$ cat config.mk
export PLATFORM = sky130hd
export DESIGN_NAME = sfl_framer
export DESIGN_NICKNAME = d
export VERILOG_FILES = /design/src/rtl/sfl_fifo.v /design/src/rtl/sfl_framer.v
export VERILOG_INCLUDE_DIRS = /design/src /design/src/rtl
export SDC_FILE = /design/constraint.sdc
export NUM_CORES = 1
export LEC_CHECK = 0
export BUFFER_PORTS_ARGS = -buffer_cell sky130_fd_sc_hd__buf_2
export CORE_AREA = 2 2 299 242
export CTS_CLUSTER_DIAMETER = 40
export DETAILED_ROUTE_END_ITERATION = 16
export DIE_AREA = 0 0 301 244
export RECOVER_POWER = 25
export SYNTH_ARGS = -nofsm -noshare
export SYNTH_HDL_FRONTEND = slang
export SYNTH_SLANG_ARGS = --single-unit
$ cat constraint.sdc
create_clock -name clock -period 9.37 [get_ports clock]
set_clock_uncertainty 0.2 [all_clocks]
set_input_delay 1.874 -clock clock [delete_from_list [all_inputs] [get_ports clock]]
set_output_delay 1.874 -clock clock [all_outputs]
set_load 0.01 [all_outputs]
$ cat src/rtl/sfl_regs.vh
// constants for the serial splice message framer
`ifndef SFL_REGS_VH
`define SFL_REGS_VH

// serial frame layer bytes
`define SFL_START_BYTE 8'h02
`define SFL_END_BYTE 8'h03
`define SFL_ESC_BYTE 8'h1b

// operation codes and sizes
`define SFL_OP_MULTI 16'hffff
`define SFL_OP_SPLICE 16'h0101
`define SFL_SPLICE_LEN 16'h000e
`define SFL_OP_INJ_RESP 16'h0007
`define SFL_OP_INJ_DONE 16'h0008
`define SFL_SIZE_RESP 16'h000e
`define SFL_SIZE_DONE 16'h000f
`define SFL_RES_OK 16'h0064
`define SFL_RES_PROXY 16'h0080
`define SFL_RES_EXT 16'h0000
`define SFL_PROTO_VER 8'h00

// field offsets inside a received multi-operation message
`define SFL_RX_OFF_OP_HI 8'h00
`define SFL_RX_OFF_OP_LO 8'h01
`define SFL_RX_OFF_AS 8'h05
`define SFL_RX_OFF_NUM 8'h06
`define SFL_RX_OFF_DPI_HI 8'h07
`define SFL_RX_OFF_DPI_LO 8'h08
`define SFL_RX_OFF_TS 8'h0a
`define SFL_RX_OFF_NOPS 8'h0b
`define SFL_RX_MIN_LEN 8'h10
`define SFL_TS_NONE 8'h00

// field offsets inside a sent reply
`define SFL_TX_OFF_RES_EXT 4'h6
`define SFL_TX_OFF_VER 4'h8
`define SFL_TX_OFF_NUM 4'ha
`define SFL_TX_OFF_DATA0 4'hd
`define SFL_TX_OFF_DATA1 4'he

// crc, mpeg-2 style, no reflection, no final xor
`define SFL_CRC_POLY 32'h04c11db7
`define SFL_CRC_INIT 32'hffffffff
`define SFL_CRC_RESIDUE 32'h00000000

// timing
`define SFL_CLK_KHZ 10000
`define SFL_DONE_DELAY_MS 500
`define SFL_DONE_CYCLES (`SFL_DONE_DELAY_MS * `SFL_CLK_KHZ)

`endif

$ cat src/rtl/sfl_fifo.v
// flip-flop fifo with valid/ready on both sides
`timescale 1ns/1ps
module sfl_fifo #(
  parameter WIDTH = 8,
  parameter DEPTH = 32,
  parameter AW = 5
) (
  input wire clock,
  input wire rst_n,
  input wire in_valid,
  input wire [WIDTH-1:0] in_data,
  output wire in_ready,
  output wire out_valid,
  output wire [WIDTH-1:0] out_data,
  input wire out_ready
);
  reg [WIDTH-1:0] mem_reg [0:DEPTH-1];
  reg [AW-1:0] wr_ptr_reg;
  reg [AW-1:0] rd_ptr_reg;
  reg [AW:0] count_reg;
  wire push;
  wire pop;
  localparam integer FULL_I = DEPTH;
  localparam integer LAST_I = DEPTH - 1;
  localparam [AW:0] FULL_COUNT = FULL_I[AW:0];
  localparam [AW-1:0] LAST_PTR = LAST_I[AW-1:0];

  assign in_ready = (count_reg != FULL_COUNT);
  assign out_valid = (count_reg != {(AW+1){1'b0}});
  assign out_data = mem_reg[rd_ptr_reg];
  assign push = in_valid & in_ready;
  assign pop = out_valid & out_ready;

  genvar g;
  generate
    for (g = 0; g < DEPTH; g = g + 1) begin : g_entry
      always @(posedge clock or negedge rst_n) begin
        if (!rst_n) begin
          mem_reg[g] <= {WIDTH{1'b0}};
        end else if (push && wr_ptr_reg == g) begin
          mem_reg[g] <= in_data;
        end
      end
    end
  endgenerate

  always @(posedge clock or negedge rst_n) begin
    if (!rst_n) begin
      wr_ptr_reg <= {AW{1'b0}};
      rd_ptr_reg <= {AW{1'b0}};
      count_reg <= {(AW+1){1'b0}};
    end else begin
      if (push) begin
        wr_ptr_reg <= (wr_ptr_reg == LAST_PTR) ? {AW{1'b0}} :
                      wr_ptr_reg + {{(AW-1){1'b0}}, 1'b1};
      end
      if (pop) begin
        rd_ptr_reg <= (rd_ptr_reg == LAST_PTR) ? {AW{1'b0}} :
                      rd_ptr_reg + {{(AW-1){1'b0}}, 1'b1};
      end
      if (push && !pop) begin
        count_reg <= count_reg + {{AW{1'b0}}, 1'b1};
      end else if (pop && !push) begin
        count_reg <= count_reg - {{AW{1'b0}}, 1'b1};
      end
    end
  end
endmodule // sfl_fifo

$ cat src/rtl/sfl_framer.v
// serial link framer: checks splice requests, sends inject replies
//
// Contract
// - send inject-complete about half a second after inject response.
// - inject-complete carries code 0008, size 000f, two data bytes.
// - complete byte 13 echoes request number, byte 14 its op count.
// - result 0064 normally, 0080 when acting as proxy.
// - protocol version byte 8 zero, result extension word 6 zero.
// - complete's own message number is fresh, unlike request number.
// - each serial frame begins with start delimiter 02.
// - each serial frame ends with end delimiter 03 after the crc.
// - body bytes equal to 02 or 03 get escape 1b before them.
// - frame is message plus delimiters, escapes and 32-bit crc.
// - multi-op request answered with 0007, size 000e, number echo.
// - timestamp type zero means no time, one byte only.
`timescale 1ns/1ps
`include "sfl_regs.vh"
module sfl_framer #(
  parameter DONE_CYCLES = `SFL_DONE_CYCLES,
  parameter CNT_W = 23,
  parameter [7:0] TS_EXTRA = 8'h01,
  parameter FIFO_DEPTH = 32,
  parameter FIFO_AW = 5
) (
  input wire clock,
  input wire rst_n,
  input wire [7:0] rx_data,
  input wire rx_valid,
  input wire proxy_mode,
  output reg [7:0] tx_data,
  output reg tx_valid,
  input wire tx_ready,
  output reg rx_frame_ok,
  output reg rx_frame_err
);
  localparam [2:0] ST_IDLE = 3'd0;
  localparam [2:0] ST_START = 3'd1;
  localparam [2:0] ST_BODY = 3'd2;
  localparam [2:0] ST_CRC = 3'd3;
  localparam [2:0] ST_END = 3'd4;
  localparam integer DONE_LAST_I = DONE_CYCLES - 1;
  localparam [CNT_W-1:0] DONE_LAST = DONE_LAST_I[CNT_W-1:0];
  localparam [15:0] OP_RESP = `SFL_OP_INJ_RESP;
  localparam [15:0] OP_DONE = `SFL_OP_INJ_DONE;
  localparam [15:0] SIZE_RESP = `SFL_SIZE_RESP;
  localparam [15:0] SIZE_DONE = `SFL_SIZE_DONE;
  localparam [15:0] RES_OK = `SFL_RES_OK;
  localparam [15:0] RES_PROXY = `SFL_RES_PROXY;
  localparam [15:0] RES_EXT = `SFL_RES_EXT;
  localparam [3:0] RESP_LAST = 4'hd;
  localparam [3:0] DONE_LAST_IDX = 4'he;

  function [31:0] crc_upd;
    input [31:0] c;
    input [7:0] d;
    integer i;
    reg [31:0] r;
    begin
      r = c;
      for (i = 0; i < 8; i = i + 1) begin
        if (r[31] ^ d[7-i]) begin
          r = {r[30:0], 1'b0} ^ `SFL_CRC_POLY;
        end else begin
          r = {r[30:0], 1'b0};
        end
      end
      crc_upd = r;
    end
  endfunction

  // receive side
  reg rx_in_frame_reg;
  reg rx_esc_reg;
  reg [7:0] rx_idx_reg;
  reg [31:0] rx_crc_reg;
  reg [15:0] rx_op_reg;
  reg [7:0] rx_as_reg;
  reg [7:0] rx_num_reg;
  reg [15:0] rx_dpi_reg;
  reg [7:0] rx_ts_reg;
  reg [7:0] rx_ops_reg;
  // latched request waiting for its inject response
  reg resp_pend_reg;
  reg [7:0] req_as_reg;
  reg [7:0] req_num_reg;
  reg [15:0] req_dpi_reg;
  reg [7:0] req_ops_reg;
  // transmit snapshot
  reg [2:0] tx_state_reg;
  reg tx_kind_reg;
  reg [3:0] tx_idx_reg;
  reg tx_esc_reg;
  reg [31:0] tx_crc_reg;
  reg [7:0] tx_as_reg;
  reg [7:0] tx_num_reg;
  reg [15:0] tx_dpi_reg;
  reg [7:0] tx_d13_reg;
  reg [7:0] tx_ops_reg;
  reg tx_proxy_reg;
  // pending inject-complete
  reg done_run_reg;
  reg done_pend_reg;
  reg [CNT_W-1:0] done_cnt_reg;
  reg [7:0] done_as_reg;
  reg [7:0] done_req_reg;
  reg [15:0] done_dpi_reg;
  reg [7:0] done_ops_reg;
  reg [7:0] seq_reg;

  wire [7:0] nops_idx;
  wire rx_literal;
  wire [31:0] rx_crc_next;
  wire frame_good;
  wire [7:0] fresh_num;
  reg [7:0] body_byte;
  reg [7:0] cur_byte;
  reg [7:0] push_data;
  reg push_valid;
  wire push_ready;
  wire push_fire;
  wire need_esc;
  wire fifo_valid;
  wire [7:0] fifo_data;
  wire fifo_take;

  assign nops_idx = (rx_ts_reg == `SFL_TS_NONE) ? `SFL_RX_OFF_NOPS :
                    `SFL_RX_OFF_NOPS + TS_EXTRA;
  assign rx_literal = rx_valid && rx_in_frame_reg &&
    (rx_esc_reg || (rx_data != `SFL_ESC_BYTE &&
     rx_data != `SFL_END_BYTE && rx_data != `SFL_START_BYTE));
  assign rx_crc_next = crc_upd(rx_crc_reg, rx_data);
  assign frame_good = (rx_crc_reg == `SFL_CRC_RESIDUE) &&
                      (rx_idx_reg >= `SFL_RX_MIN_LEN);
  assign fresh_num = (seq_reg == done_req_reg) ?
                     seq_reg + 8'h01 : seq_reg;

  always @(posedge clock or negedge rst_n) begin
    if (!rst_n) begin
      rx_in_frame_reg <= 1'b0;
      rx_esc_reg <= 1'b0;
      rx_idx_reg <= 8'h00;
      rx_crc_reg <= `SFL_CRC_INIT;
      rx_op_reg <= 16'h0000;
      rx_as_reg <= 8'h00;
      rx_num_reg <= 8'h00;
      rx_dpi_reg <= 16'h0000;
      rx_ts_reg <= 8'h00;
      rx_ops_reg <= 8'h00;
      rx_frame_ok <= 1'b0;
      rx_frame_err <= 1'b0;
      req_as_reg <= 8'h00;
      req_num_reg <= 8'h00;
      req_dpi_reg <= 16'h0000;
      req_ops_reg <= 8'h00;
    end else begin
      rx_frame_ok <= 1'b0;
      rx_frame_err <= 1'b0;
      if (rx_valid) begin
        if (!rx_in_frame_reg || (!rx_esc_reg &&
            rx_data == `SFL_START_BYTE)) begin
          if (rx_data == `SFL_START_BYTE) begin
            rx_in_frame_reg <= 1'b1;
            rx_esc_reg <= 1'b0;
            rx_idx_reg <= 8'h00;
            rx_crc_reg <= `SFL_CRC_INIT;
            rx_ts_reg <= 8'h00;
          end
        end else if (rx_literal) begin
          rx_esc_reg <= 1'b0;
          rx_crc_reg <= rx_crc_next;
          if (rx_idx_reg != 8'hff) begin
            rx_idx_reg <= rx_idx_reg + 8'h01;
          end
          if (rx_idx_reg == `SFL_RX_OFF_OP_HI) rx_op_reg[15:8] <= rx_data;
          if (rx_idx_reg == `SFL_RX_OFF_OP_LO) rx_op_reg[7:0] <= rx_data;
          if (rx_idx_reg == `SFL_RX_OFF_AS) rx_as_reg <= rx_data;
          if (rx_idx_reg == `SFL_RX_OFF_NUM) rx_num_reg <= rx_data;
          if (rx_idx_reg == `SFL_RX_OFF_DPI_HI) rx_dpi_reg[15:8] <= rx_data;
          if (rx_idx_reg == `SFL_RX_OFF_DPI_LO) rx_dpi_reg[7:0] <= rx_data;
          if (rx_idx_reg == `SFL_RX_OFF_TS) rx_ts_reg <= rx_data;
          if (rx_idx_reg == nops_idx) rx_ops_reg <= rx_data;
        end else if (rx_data == `SFL_ESC_BYTE) begin
          rx_esc_reg <= 1'b1;
        end else begin
          rx_in_frame_reg <= 1'b0;
          if (!frame_good) begin
            rx_frame_err <= 1'b1;
          end else if (rx_op_reg == `SFL_OP_MULTI) begin
            rx_frame_ok <= 1'b1;
            req_as_reg <= rx_as_reg;
            req_num_reg <= rx_num_reg;
            req_dpi_reg <= rx_dpi_reg;
            req_ops_reg <= rx_ops_reg;
          end
        end
      end
    end
  end

  // reply message bytes by offset
  always @* begin
    body_byte = 8'h00;
    case (tx_idx_reg)
      4'h0: body_byte = tx_kind_reg ? OP_DONE[15:8] :
                        OP_RESP[15:8];
      4'h1: body_byte = tx_kind_reg ? OP_DONE[7:0] :
                        OP_RESP[7:0];
      4'h2: body_byte = tx_kind_reg ? SIZE_DONE[15:8] :
                        SIZE_RESP[15:8];
      4'h3: body_byte = tx_kind_reg ? SIZE_DONE[7:0] :
                        SIZE_RESP[7:0];
      4'h4: body_byte = tx_proxy_reg ? RES_PROXY[15:8] :
                        RES_OK[15:8];
      4'h5: body_byte = tx_proxy_reg ? RES_PROXY[7:0] :
                        RES_OK[7:0];
      `SFL_TX_OFF_RES_EXT: body_byte = RES_EXT[15:8];
      4'h7: body_byte = RES_EXT[7:0];
      `SFL_TX_OFF_VER: body_byte = `SFL_PROTO_VER;
      4'h9: body_byte = tx_as_reg;
      `SFL_TX_OFF_NUM: body_byte = tx_num_reg;
      4'hb: body_byte = tx_dpi_reg[15:8];
      4'hc: body_byte = tx_dpi_reg[7:0];
      `SFL_TX_OFF_DATA0: body_byte = tx_d13_reg;
      `SFL_TX_OFF_DATA1: body_byte = tx_ops_reg;
      default: body_byte = 8'h00;
    endcase
  end

  assign need_esc = (cur_byte == `SFL_START_BYTE) ||
                    (cur_byte == `SFL_END_BYTE) ||
                    (cur_byte == `SFL_ESC_BYTE);

  always @* begin
    cur_byte = (tx_state_reg == ST_CRC) ? tx_crc_reg[31:24] : body_byte;
    push_valid = 1'b0;
    push_data = 8'h00;
    case (tx_state_reg)
      ST_START: begin
        push_valid = 1'b1;
        push_data = `SFL_START_BYTE;
      end
      ST_BODY, ST_CRC: begin
        push_valid = 1'b1;
        push_data = (need_esc && !tx_esc_reg) ? `SFL_ESC_BYTE :
                    cur_byte;
      end
      ST_END: begin
        push_valid = 1'b1;
        push_data = `SFL_END_BYTE;
      end
      default: push_valid = 1'b0;
    endcase
  end

  assign push_fire = push_valid && push_ready;

  always @(posedge clock or negedge rst_n) begin
    if (!rst_n) begin
      tx_state_reg <= ST_IDLE;
      tx_kind_reg <= 1'b0;
      tx_idx_reg <= 4'h0;
      tx_esc_reg <= 1'b0;
      tx_crc_reg <= `SFL_CRC_INIT;
      tx_as_reg <= 8'h00;
      tx_num_reg <= 8'h00;
      tx_dpi_reg <= 16'h0000;
      tx_d13_reg <= 8'h00;
      tx_ops_reg <= 8'h00;
      tx_proxy_reg <= 1'b0;
      resp_pend_reg <= 1'b0;
      done_run_reg <= 1'b0;
      done_pend_reg <= 1'b0;
      done_cnt_reg <= {CNT_W{1'b0}};
      done_as_reg <= 8'h00;
      done_req_reg <= 8'h00;
      done_dpi_reg <= 16'h0000;
      done_ops_reg <= 8'h00;
      seq_reg <= 8'h00;
    end else begin
      case (tx_state_reg)
        ST_IDLE: begin
          tx_proxy_reg <= proxy_mode;
          if (resp_pend_reg) begin
            resp_pend_reg <= 1'b0;
            tx_kind_reg <= 1'b0;
            tx_as_reg <= req_as_reg;
            tx_num_reg <= req_num_reg;
            tx_dpi_reg <= req_dpi_reg;
            tx_d13_reg <= req_num_reg;
            tx_ops_reg <= req_ops_reg;
            tx_state_reg <= ST_START;
          end else if (done_pend_reg) begin
            done_pend_reg <= 1'b0;
            tx_kind_reg <= 1'b1;
            tx_as_reg <= done_as_reg;
            tx_num_reg <= fresh_num;
            seq_reg <= fresh_num + 8'h01;
            tx_dpi_reg <= done_dpi_reg;
            tx_d13_reg <= done_req_reg;
            tx_ops_reg <= done_ops_reg;
            tx_state_reg <= ST_START;
          end
        end
        ST_START: begin
          if (push_fire) begin
            tx_idx_reg <= 4'h0;
            tx_esc_reg <= 1'b0;
            tx_crc_reg <= `SFL_CRC_INIT;
            tx_state_reg <= ST_BODY;
          end
        end
        ST_BODY: begin
          if (push_fire) begin
            if (need_esc && !tx_esc_reg) begin
              tx_esc_reg <= 1'b1;
            end else begin
              tx_esc_reg <= 1'b0;
              tx_crc_reg <= crc_upd(tx_crc_reg, cur_byte);
              if (tx_idx_reg == (tx_kind_reg ? DONE_LAST_IDX : RESP_LAST))
              begin
                tx_idx_reg <= 4'h0;
                tx_state_reg <= ST_CRC;
              end else begin
                tx_idx_reg <= tx_idx_reg + 4'h1;
              end
            end
          end
        end
        ST_CRC: begin
          if (push_fire) begin
            if (need_esc && !tx_esc_reg) begin
              tx_esc_reg <= 1'b1;
            end else begin
              tx_esc_reg <= 1'b0;
              tx_crc_reg <= {tx_crc_reg[23:0], 8'h00};
              tx_idx_reg <= tx_idx_reg + 4'h1;
              if (tx_idx_reg == 4'h3) begin
                tx_state_reg <= ST_END;
              end
            end
          end
        end
        ST_END: begin
          if (push_fire) begin
            tx_state_reg <= ST_IDLE;
            if (!tx_kind_reg) begin
              done_run_reg <= 1'b1;
              done_cnt_reg <= {CNT_W{1'b0}};
              done_as_reg <= tx_as_reg;
              done_req_reg <= tx_num_reg;
              done_dpi_reg <= tx_dpi_reg;
              done_ops_reg <= tx_ops_reg;
            end
          end
        end
        default: tx_state_reg <= ST_IDLE;
      endcase
      if (done_run_reg && !(tx_state_reg == ST_END && push_fire &&
          !tx_kind_reg)) begin
        if (done_cnt_reg == DONE_LAST) begin
          done_run_reg <= 1'b0;
          done_pend_reg <= 1'b1;
        end else begin
          done_cnt_reg <= done_cnt_reg + {{(CNT_W-1){1'b0}}, 1'b1};
        end
      end
      // a request arriving as the last one is taken still wins
      if (rx_valid && rx_in_frame_reg && !rx_esc_reg &&
          rx_data == `SFL_END_BYTE && frame_good &&
          rx_op_reg == `SFL_OP_MULTI) begin
        resp_pend_reg <= 1'b1;
      end
    end
  end

  sfl_fifo #(
    .WIDTH(8),
    .DEPTH(FIFO_DEPTH),
    .AW(FIFO_AW)
  ) u_fifo (
    .clock(clock),
    .rst_n(rst_n),
    .in_valid(push_valid),
    .in_data(push_data),
    .in_ready(push_ready),
    .out_valid(fifo_valid),
    .out_data(fifo_data),
    .out_ready(fifo_take)
  );

  assign fifo_take = !tx_valid || tx_ready;

  always @(posedge clock or negedge rst_n) begin
    if (!rst_n) begin
      tx_valid <= 1'b0;
      tx_data <= 8'h00;
    end else if (fifo_take) begin
      tx_valid <= fifo_valid;
      if (fifo_valid) begin
        tx_data <= fifo_data;
      end
    end
  end
endmodule // sfl_framer

Word level (Yosys, flattened, before mapping)
Cells that the tools add are included.
- multipliers: 0
- magnitude comparators: 2
- shifts and indexed selects: 0
- bitwise operators: 40
- multiplexer cells: 140
- divide/modulo/power cells: 0
- add/subtract/negate cells: 9
- reductions and logical operators: 99
- equal/unequal tests: 80
- operators by type and width (operator ; count):
    32-bit 2-to-1 mux ; 29
    27-bit 2-to-1 mux ; 16
    14-bit NOT ; 16
    8-bit 2-to-1 mux ; 21
    23-bit 2-to-1 mux ; 5
    32-bit one-hot mux with 3 select lines ; 1
    5-bit equality test, second input constant ; 17
    8-bit one-hot mux with 9 select lines ; 1
    1-bit logical AND ; 49
    8-bit binary-select mux with 5-bit select ; 1
    5-bit by 4-bit equality test with 1-bit output, second input constant ; 8
    4-bit AND reduction ; 10
    1-bit 2-to-1 mux ; 37
    3-bit 2-to-1 mux ; 11
    8-bit by 2-bit equality test with 1-bit output, second input constant ; 4
    32-bit logical NOT ; 1
    16-bit 2-to-1 mux ; 2
    4-bit 2-to-1 mux ; 7
    8-bit by 1-bit adder with 8-bit output, second input constant ; 3
    4-bit equality test, second input constant ; 6
    8-bit by 3-bit equality test with 1-bit output, second input constant ; 3
    8-bit one-hot mux with 3 select lines ; 1
    23-bit by 1-bit adder with 23-bit output, second input constant ; 1
    23-bit equality test, second input constant ; 1
    53 further kinds ; 119
- memories: 0
- output and inout port bits: 11
- latch bits: 0
- register bits: 593
- input bits: 13
- word-level logic and storage cells: 445
- ROM bits: 0
- RAM bits: 0

Logic depth before layout (Yosys ltp)
Gate-level depths: netlist of run 1.
- depth after elaboration: 45
- depth in mapped cells: 16
- mapped depth without buffers: 15

Modules after synthesis
Synthesis of run 1 repeated with hierarchy kept, for this count alone.
- cell total of the unflattened synthesis: 2441
- area, all modules: 29239.3 um^2
- modules (own cells, without submodules) (module ; sequential area each (um^2) ; instances ; area an instance (um^2) ; cells each):
    sfl_framer ; 8112.8 ; 1 ; 16313.1 ; 1520
    sfl_fifo ; 6806.5 ; 1 ; 12926.1 ; 921

Least setup slack after synthesis of run 1
Ideal clock, no wire load.
- path kind: input-to-reg
- from: input port rx_data[5]
- to: register rx_as_reg[0]
- arrival: 4.333 ns
- path buffers: 3
- setup time: 0.125 ns
- data required time: 9.045 ns
- path slack: 4.712 ns
- stages: 11
- path through: buf_2 -> nor4_2 -> a41oi_1 -> nand2_1 -> or2_2 -> clkbuf_1 -> nor3b_1 -> and2_1 -> and4_1 -> buf_2 -> mux2_2
- word-level cells in the longest chain between the ends: 6
- elaborated cells on any way between the ends: 12
- those cells by class: 4 x eq/ne; 1 x bitwise; 7 x reduce/logical
- ends and longest elaborated chain (element ; line ; text):
    from (decl) ; sfl_framer.v:27 ; input wire [7:0] rx_data,
    8-bit by 5-bit inequality test with 1-bit output (no source line) or 8-bit by 2-bit inequality test with 1-bit output (tied branches) ; - ;
    1-bit logical AND (no source line) (2 in a row) ; - ;
    1-bit logical OR ; sfl_framer.v:129 ; (rx_esc_reg || (rx_data != `SFL_ESC_BYTE &&
    1-bit logical AND ; sfl_framer.v:128 ; assign rx_literal = rx_valid && rx_in_frame_reg &&
    4-bit AND reduction (no source line) * ; - ;
    to (signal assigned) ; sfl_framer.v:176 ; if (rx_idx_reg == `SFL_RX_OFF_AS) rx_as_reg <= rx_data;
    to (decl) ; sfl_framer.v:77 ; reg [7:0] rx_as_reg;
Every way passes the cells marked *; elsewhere a longest branch is shown, timed or not.
A chain may end at the register's enable or synchronous reset.

Final worst setup path of run 1
- from: register tx_state_reg[0]
- to: register tx_crc_reg[7]
- word-level cells in the longest chain between the ends: 40
- elaborated cells on any way between the ends: 64
- those cells by class: 12 x eq/ne; 34 x mux; 11 x bitwise; 7 x reduce/logical
- ends and longest elaborated chain (element ; line ; text):
    from (decl) ; sfl_framer.v:89 ; reg [2:0] tx_state_reg;
    from (signal assigned) ; sfl_framer.v:259 ; tx_state_reg <= ST_IDLE;
    from (signal assigned) ; sfl_framer.v:291 ; tx_state_reg <= ST_START;
    from (signal assigned) ; sfl_framer.v:301 ; tx_state_reg <= ST_START;
    3-bit by 2-bit equality test with 1-bit output ; sfl_framer.v:234, sfl_framer.v:237, sfl_framer.v:280 ;
    8-bit 2-to-1 mux ; sfl_framer.v:234 ; cur_byte = (tx_state_reg == ST_CRC) ? tx_crc_reg[31:24] : body_byte;
    1-bit XOR ; sfl_framer.v:61 ; if (r[31] ^ d[7-i]) begin
    27-bit 2-to-1 mux ; sfl_framer.v:61 ;
    32-bit 2-to-1 mux ; sfl_framer.v:314 ; if (need_esc && !tx_esc_reg) begin
    32-bit 2-to-1 mux ; sfl_framer.v:313 ; if (push_fire) begin
    32-bit 2-to-1 mux ; sfl_framer.v:280 ; case (tx_state_reg)
    14-bit NOT (no source line) ; - ;
    [24 not listed] ; - ;
    32-bit 2-to-1 mux ; sfl_framer.v:314 ;
    32-bit 2-to-1 mux ; sfl_framer.v:313 ;
    32-bit 2-to-1 mux ; sfl_framer.v:280 ;
    14-bit NOT (no source line) ; - ;
    27-bit 2-to-1 mux ; sfl_framer.v:61 ;
    32-bit 2-to-1 mux ; sfl_framer.v:314 ;
    32-bit 2-to-1 mux ; sfl_framer.v:313 ;
    32-bit one-hot mux with 3 select lines ; sfl_framer.v:280 ;
    to (signal assigned) ; sfl_framer.v:308 ; tx_crc_reg <= `SFL_CRC_INIT;
    to (signal assigned) ; sfl_framer.v:318 ; tx_crc_reg <= crc_upd(tx_crc_reg, cur_byte);
    to (signal assigned) ; sfl_framer.v:335 ; tx_crc_reg <= {tx_crc_reg[23:0], 8'h00};
    to (decl) ; sfl_framer.v:93 ; reg [31:0] tx_crc_reg;
Parallel ways exist; a longest one is shown, timed or not. The select of a mux whose other input is x is not followed.

==> impl_metrics.toml, run 1 <==
[critical_path]
cpMostUsedCell = "a31oi_1"
crit_fanout = 45
path_buf_inv = 2
critPathMaxStageDelay_ns = 1.37
r2r_cells = 10
critPathKind = "flip-flop to flip-flop"
end_kind = "flip-flop"
path_cells = "clkbuf_1 -> inv_1 -> nor2_1 -> a31oi_1 -> a211o_1 -> or3_1 -> o21bai_1 -> nor3_1 -> a31oi_1 -> o211ai_1"
rr_startpoint = "tx_state_reg[0]"
worstSetupStartpointType = "flip-flop"
crit_required_ns = 9.66
cpLargestDelayFamily = "buffers and inverters"
regToRegEndpoint = "tx_crc_reg[7]"
cp.arrival_ns = 6.27
ff2ff_setup_slack_ns = 3.40
cp_slowest_cell = "clkbuf_1"

[global_route]
grt_busiest_layer = "met2"
antenna_found_initial = 0
grt_max_degree = 185
grt_pass1_vias = 19760
grt_usage_pct = 18.43
grt_overflow_total = 0
use_met2_pct = 28.00
grt_use_met3_pct = 4.229
grtUsageMet1_pct = 26.55
grt_pass1_wl_um = 109000

[timing]
fmax_ghz = 0.1674
hold_ws_ns = 0.2621
tightest_slew_ns = 4.562
tns_ns = 0
min_period_over_period_pct = 63.74
rsz0062_at_grt = "no"
final-setup-viol-count = 0
relSlewSlack_pct = -204.1
min_period_ns = 5.973
drv_slew = 541
hold_viol = 0

[final_layout]
final_layout_size_suffix_gt1_share_pct = 17.67
areaGrowthSynthToFinish_pct = 13.50
utilization_pct = 45.19
multi_input_area_um2 = 12240
largest_register_ffs = 256
regArea_um2 = 14930
final_cells = 3617
insertedDiodeCount = 0
nFillCells = 6431
nNetsFinal = 2651

[clock_tree]
cts-resized-gates = 0
cts_made_buffers = 88
postCtsSetupRepairBufs = 0
clockBufferDepth = 3
clkTransAtPathRegs_ns = 0.05
root_buffer = "clkbuf_16"
clk_latency_ns = 0.63
cts_hold_buf = 0
h-tree-depth = 3
cts_tree = "done"
cts.sinks = 593

[power_and_ir_drop]
cellPowerDensity_nw_per_um2 = 315.6
total_leakage_power_nw = 13.69
vdd_ir_drop_max_v = 0.0001699
power_mw = 10.01

[synthesis]
synth.most_common_cell = "nand2_1"
yosys-top-cells-count = "569 x nand2_1, 529 x dfrtp_1, 372 x o21ai_0, 143 x clkbuf_1, 112 x nor2_1"
synthSimpleGateAreaFrac_pct = 13.11
yosysTopAreaCellShare_pct = 47.35
synth_top_family_by_area = "simple AND/OR/NAND/NOR gates"
synth-adder-area-share_pct = 1.146
seq_area_frac_synth_pct = 53.37
synth_xor_area_share_pct = 5.948
yosys-top-cells-area = "dfrtp_1 47%, nand2_1 7.6%, o21ai_0 6.7%"
yosys.area.top_type = "dfrtp_1"
synthMuxAreaShare_pct = 12.86
syn-cell-area_um2 = 27950
synth_compound_area_share_pct = 10.46
synth.net_count = 2696
yosys_warnings = 0
syn_avg_cell_area_um2 = 10.52
ys_ff_latch = 593
syn_inst = 2658
synth_top_flop_cell = "dfrtp_1"
synth.distinct_cells = 73
async_flop_share_pct = 100.0
synth-edff-count = 0

[drt]
vias_per_cell = 5.342
drtIter0Drc = 1304
route.detailed.drc = 0
first_pass_iters = 6
drtAntennaViolNets = 0
post_drt_wl_per_cell_um = 18.27
drt-total-wl_um = 66090
vias = 19320

[floorplan]
core_um2 = 70210
row_count = 87
io_pins = 24
die-area_um2 = 73440
die_w_um = 301
initial_utilization_pct = 39.81
die_y_um = 244

[outcome]
violations = "capacitance limit, slew limit"
status = "finished with violations"

[min_path]
min_path_cells = 2
min_to = "req_ops_reg[3]"
worstHoldStart = "rx_ops_reg[3]"
hp-class = "flip-flop to flip-flop"

[placed_design]
port_buffers = 23
gp_congestion = 0.8265
dp_hpwl_um = 42690
dp.cells = 3457

[flow_run]
maxCapViolations = 7
==> placed cells by master (no fill, tap or decap), drive strengths merged, types with 13 or more instances in the layout <==
| master | netlist | routed |
|---|---|---|
| inv | 31 | 46 |
| a31oi | 25 | 25 |
| dfrtp | 529 | 529 |
| nand3 | 34 | 34 |
| nor2 | 113 | 113 |
| xor2 | 85 | 85 |
| mux2 | 103 | 103 |
| mux4 | 80 | 80 |
| nand2b | 13 | 13 |
| nor3 | 46 | 46 |
| clkinv | 1 | 23 |
| nand2 | 569 | 569 |
| nor4 | 18 | 18 |
| ha | 24 | 24 |
| buf | 39 | 39 |
| xnor2 | 98 | 98 |
| dfstp | 64 | 64 |
| mux2i | 62 | 62 |
| o21ai | 373 | 373 |
| a21oi | 60 | 60 |
| nand4 | 19 | 19 |
| clkbuf | 143 | 116 |
==> per-layer routing <==
metal	up-vias	share of wire, %
li1	9137	-
met1	9676	48
met2	404	45
met3	106	5.1
met4	0	2.1
met5	-	0
==> worst reg2reg max path, cell delays in order (launching register included) <==
cell,delay (ns)
dfrtp_1,0.31
clkbuf_1,1.37
inv_1,0.66
nor2_1,0.93
a31oi_1,0.08
a211o_1,0.32
or3_1,0.52
o21bai_1,0.92
nor3_1,0.14
a31oi_1,0.28
o211ai_1,0.12
==> worst max-delay path by stage <==
stage | from | endpoint | slack [ns] | depth (start not counted)
floorplan | rx_data[5] | rx_as_reg[0] | 4.71 | 11
global placement | rx_data[2] | req_as_reg[6] | 3.87 | 11
detailed placement | rx_data[2] | req_dpi_reg[4] | 3.68 | 11
CTS | rx_data[2] | req_dpi_reg[4] | 4.32 | 11
global route | rst_n | u_fifo.rd_ptr_reg[1] | 2.61 | 2
finish | tx_state_reg[0] | tx_crc_reg[7] | 3.40 | 10
==> power by group <==
| group | internal [mW] | switching, mW |
|---|---|---|
| logic | 1.35 | 1.83 |
| clock network | 2.02 | 1.26 |
| registers | 3.16 | 0.389 |
==> cells by family after synthesis <==
group | count (synthesis)
DFF | 593
buffers and inverters | 214
xor gates and xnor gates | 185
and+or+nand+nor | 868
adders and majority gates | 25
AOI/OAI and AO/OA | 528
muxes | 245
==> area by class of cell <==
type                    count  share of cell area (%)
inverters                  32                  0.3786
multi-input cells        1851                   38.59
flip-flops and latches    593                   47.04
clock inverters            52                   1.806
well taps                 934                   3.683
clock buffers             108                   7.587
repair buffers             47                  0.9188
==> stage by stage <==
step	worst slack, ns	cell area [um^2]
2_1_floorplan	4.712	27950
4_1_cts	4.324	31770
6_report	3.397	31730
5_1_grt	2.614	31730
3_5_place_dp	3.680	28790
3_3_place_gp	3.868	28790
Power figures use the tool's default switching activity.
==> run 2: changes to the inputs <==
clock period = 4.8 ns   (was 9.37 ns; I/O delays follow)
==> run 2 against run 1 <==
  * Flip-flop and latch count did not move
  * Critical path depth increased by 2
  * Final cell count barely moved
  * The run still ends with capacitance limit, slew limit left
  * Highest routed layer unchanged
  * Final area barely moved
  * Non-clock buffer count is 15 higher
  * First-iteration DRC count is 26% higher
  * Global-route usage is essentially flat
  * Total power is 94% higher
  * Setup slack got worse by 3.1 ns
  * Largest cell class unchanged
==> impl_metrics.toml, run 2 (synthesis gave the netlist of run 1 again) <==
[outcome]
status = "finished with violations"
violations = "capacitance limit, slew limit"

[clock_tree]
cts_tree = "done"
cts.sinks = 593
root_buffer = "clkbuf_16"
h-tree-depth = 3
clkTransAtPathRegs_ns = 0.06
cts-resized-gates = 0
clockBufferDepth = 3
clk_latency_ns = 0.63
postCtsSetupRepairBufs = 0
cts_made_buffers = 80
cts_hold_buf = 0

[final_layout]
final_common_cell = "nand2_1"
mostFrequentLayoutCells = "569 x nand2_1, 526 x dfrtp_1, 371 x o21ai_0"
final_layout_size_suffix_gt1_share_pct = 17.65
insertedDiodeCount = 0
nNetsFinal = 2659
areaGrowthSynthToFinish_pct = 13.43
largest_register_ffs = 256

[global_route]
use_met2_pct = 27.67
grt_pass1_vias = 19570
grt_pass1_wl_um = 109100
grt_busiest_layer = "met2"
antenna_found_initial = 0
grt_usage_pct = 18.46
grt_max_degree = 99
grt_use_met3_pct = 2.932
grt_overflow_total = 0
grtUsageMet1_pct = 27.65

[drt]
route.detailed.drc = 0
post_drt_wl_per_cell_um = 18.36
vias_per_cell = 5.366
first_pass_iters = 7
vias = 19420
drtIter0Drc = 1644
drtAntennaViolNets = 0
drt-total-wl_um = 66460

[timing]
drv_slew = 121
rsz0062_at_grt = "no"
relSlewSlack_pct = -67.95
tns_ns = 0
final-setup-viol-count = 0
min_period_ns = 4.454
min_period_over_period_pct = 92.79
tightest_slew_ns = 2.519
hold_viol = 0
setup_ws_ns = 0.3459
fmax_ghz = 0.2245

[power_and_ir_drop]
vdd_ir_drop_max_v = 0.0003149
power_mw = 19.39
cellPowerDensity_nw_per_um2 = 611.6
total_leakage_power_nw = 13.70

[floorplan]
die_w_um = 301
row_count = 87
core_um2 = 70210
io_pins = 24
die-area_um2 = 73440
initial_utilization_pct = 39.81
die_y_um = 244

[critical_path]
regToRegEndpoint = "tx_idx_reg[2]"
ff2ff_setup_slack_ns = 0.35
crit_required_ns = 5.08
crit_fanout = 26
rr_startpoint = "tx_idx_reg[0]"
end_kind = "flip-flop"
worstSetupStartpointType = "flip-flop"
cp.arrival_ns = 4.73
critPathKind = "flip-flop to flip-flop"
r2r_cells = 12

[placed_design]
gp_congestion = 0.8930
port_buffers = 23
dp_hpwl_um = 43810
pre_cts_ws_ns = 0.1266

[min_path]
min_path_cells = 2
min_to = "req_dpi_reg[4]"
hp-class = "flip-flop to flip-flop"
worstHoldStart = "rx_dpi_reg[4]"

[flow_run]
maxCapViolations = 2
==> run 2: worst max path at each step <==
stage	slack [ns]	from	end	cells past startpoint
5_1_grt	0.07	tx_idx_reg[0]	tx_idx_reg[2]	12
3_3_place_gp	0.26	tx_idx_reg[1]	tx_idx_reg[2]	12
4_1_cts	0.11	tx_idx_reg[0]	tx_idx_reg[3]	11
3_5_place_dp	0.13	tx_idx_reg[0]	tx_idx_reg[3]	11
6_report	0.35	tx_idx_reg[0]	tx_idx_reg[2]	12
2_1_floorplan	1.06	rx_data[5]	rx_as_reg[0]	11
==> run 2: cell type report <==
type / count / area [um^2]
well taps: 934 / 1169
multi-input cells: 1852 / 12250
repair buffers: 62 / 432.9
flip-flops and latches: 593 / 14930
clock inverters: 47 / 646.9
clock buffers: 99 / 2166
fillers: 6472 / 38500
inverters: 32 / 120.1
==> run 2: report_power, final <==
part / internal (mW) / total (mW) / switching, mW
combinational: 2.60 / 6.17 / 3.57
sequential: 6.17 / 7.02 / 0.844
clock: 3.82 / 6.21 / 2.38
==> run 2: metal layers <==
metal	vias up	wire length, um
met5	-	0
met4	0	1601
met3	114	3208
met2	457	29540
met1	9716	32110
li1	9131	-
==> run 2: worst max-delay path: stages, from the launching register on <==
cell and delay, ns:
dfrtp_1 0.45, inv_1 0.11, ha_1 0.40, a22o_1 0.27, a221o_1 0.33, a211oi_2 0.37, a31oi_1 0.14, a211o_1 0.30
or3_1 0.50, nor2_1 0.41, nor2_4 0.22, nand2_1 0.43, o21ai_0 0.18
==> run 2: per-stage QoR <==
step | util [%] | cell area, um^2 | std cells | hold WS, ns
2_1_floorplan | - | 27950 | 2658 | 0.2331
3_3_place_gp | 41.23 | 28950 | 3472 | 0.2416
3_5_place_dp | 41.23 | 28950 | 3472 | 0.2520
4_1_cts | 45.24 | 31760 | 3618 | 0.1792
5_1_grt | 45.16 | 31710 | 3619 | 0.2848
6_report | 45.16 | 31710 | 3619 | 0.2565
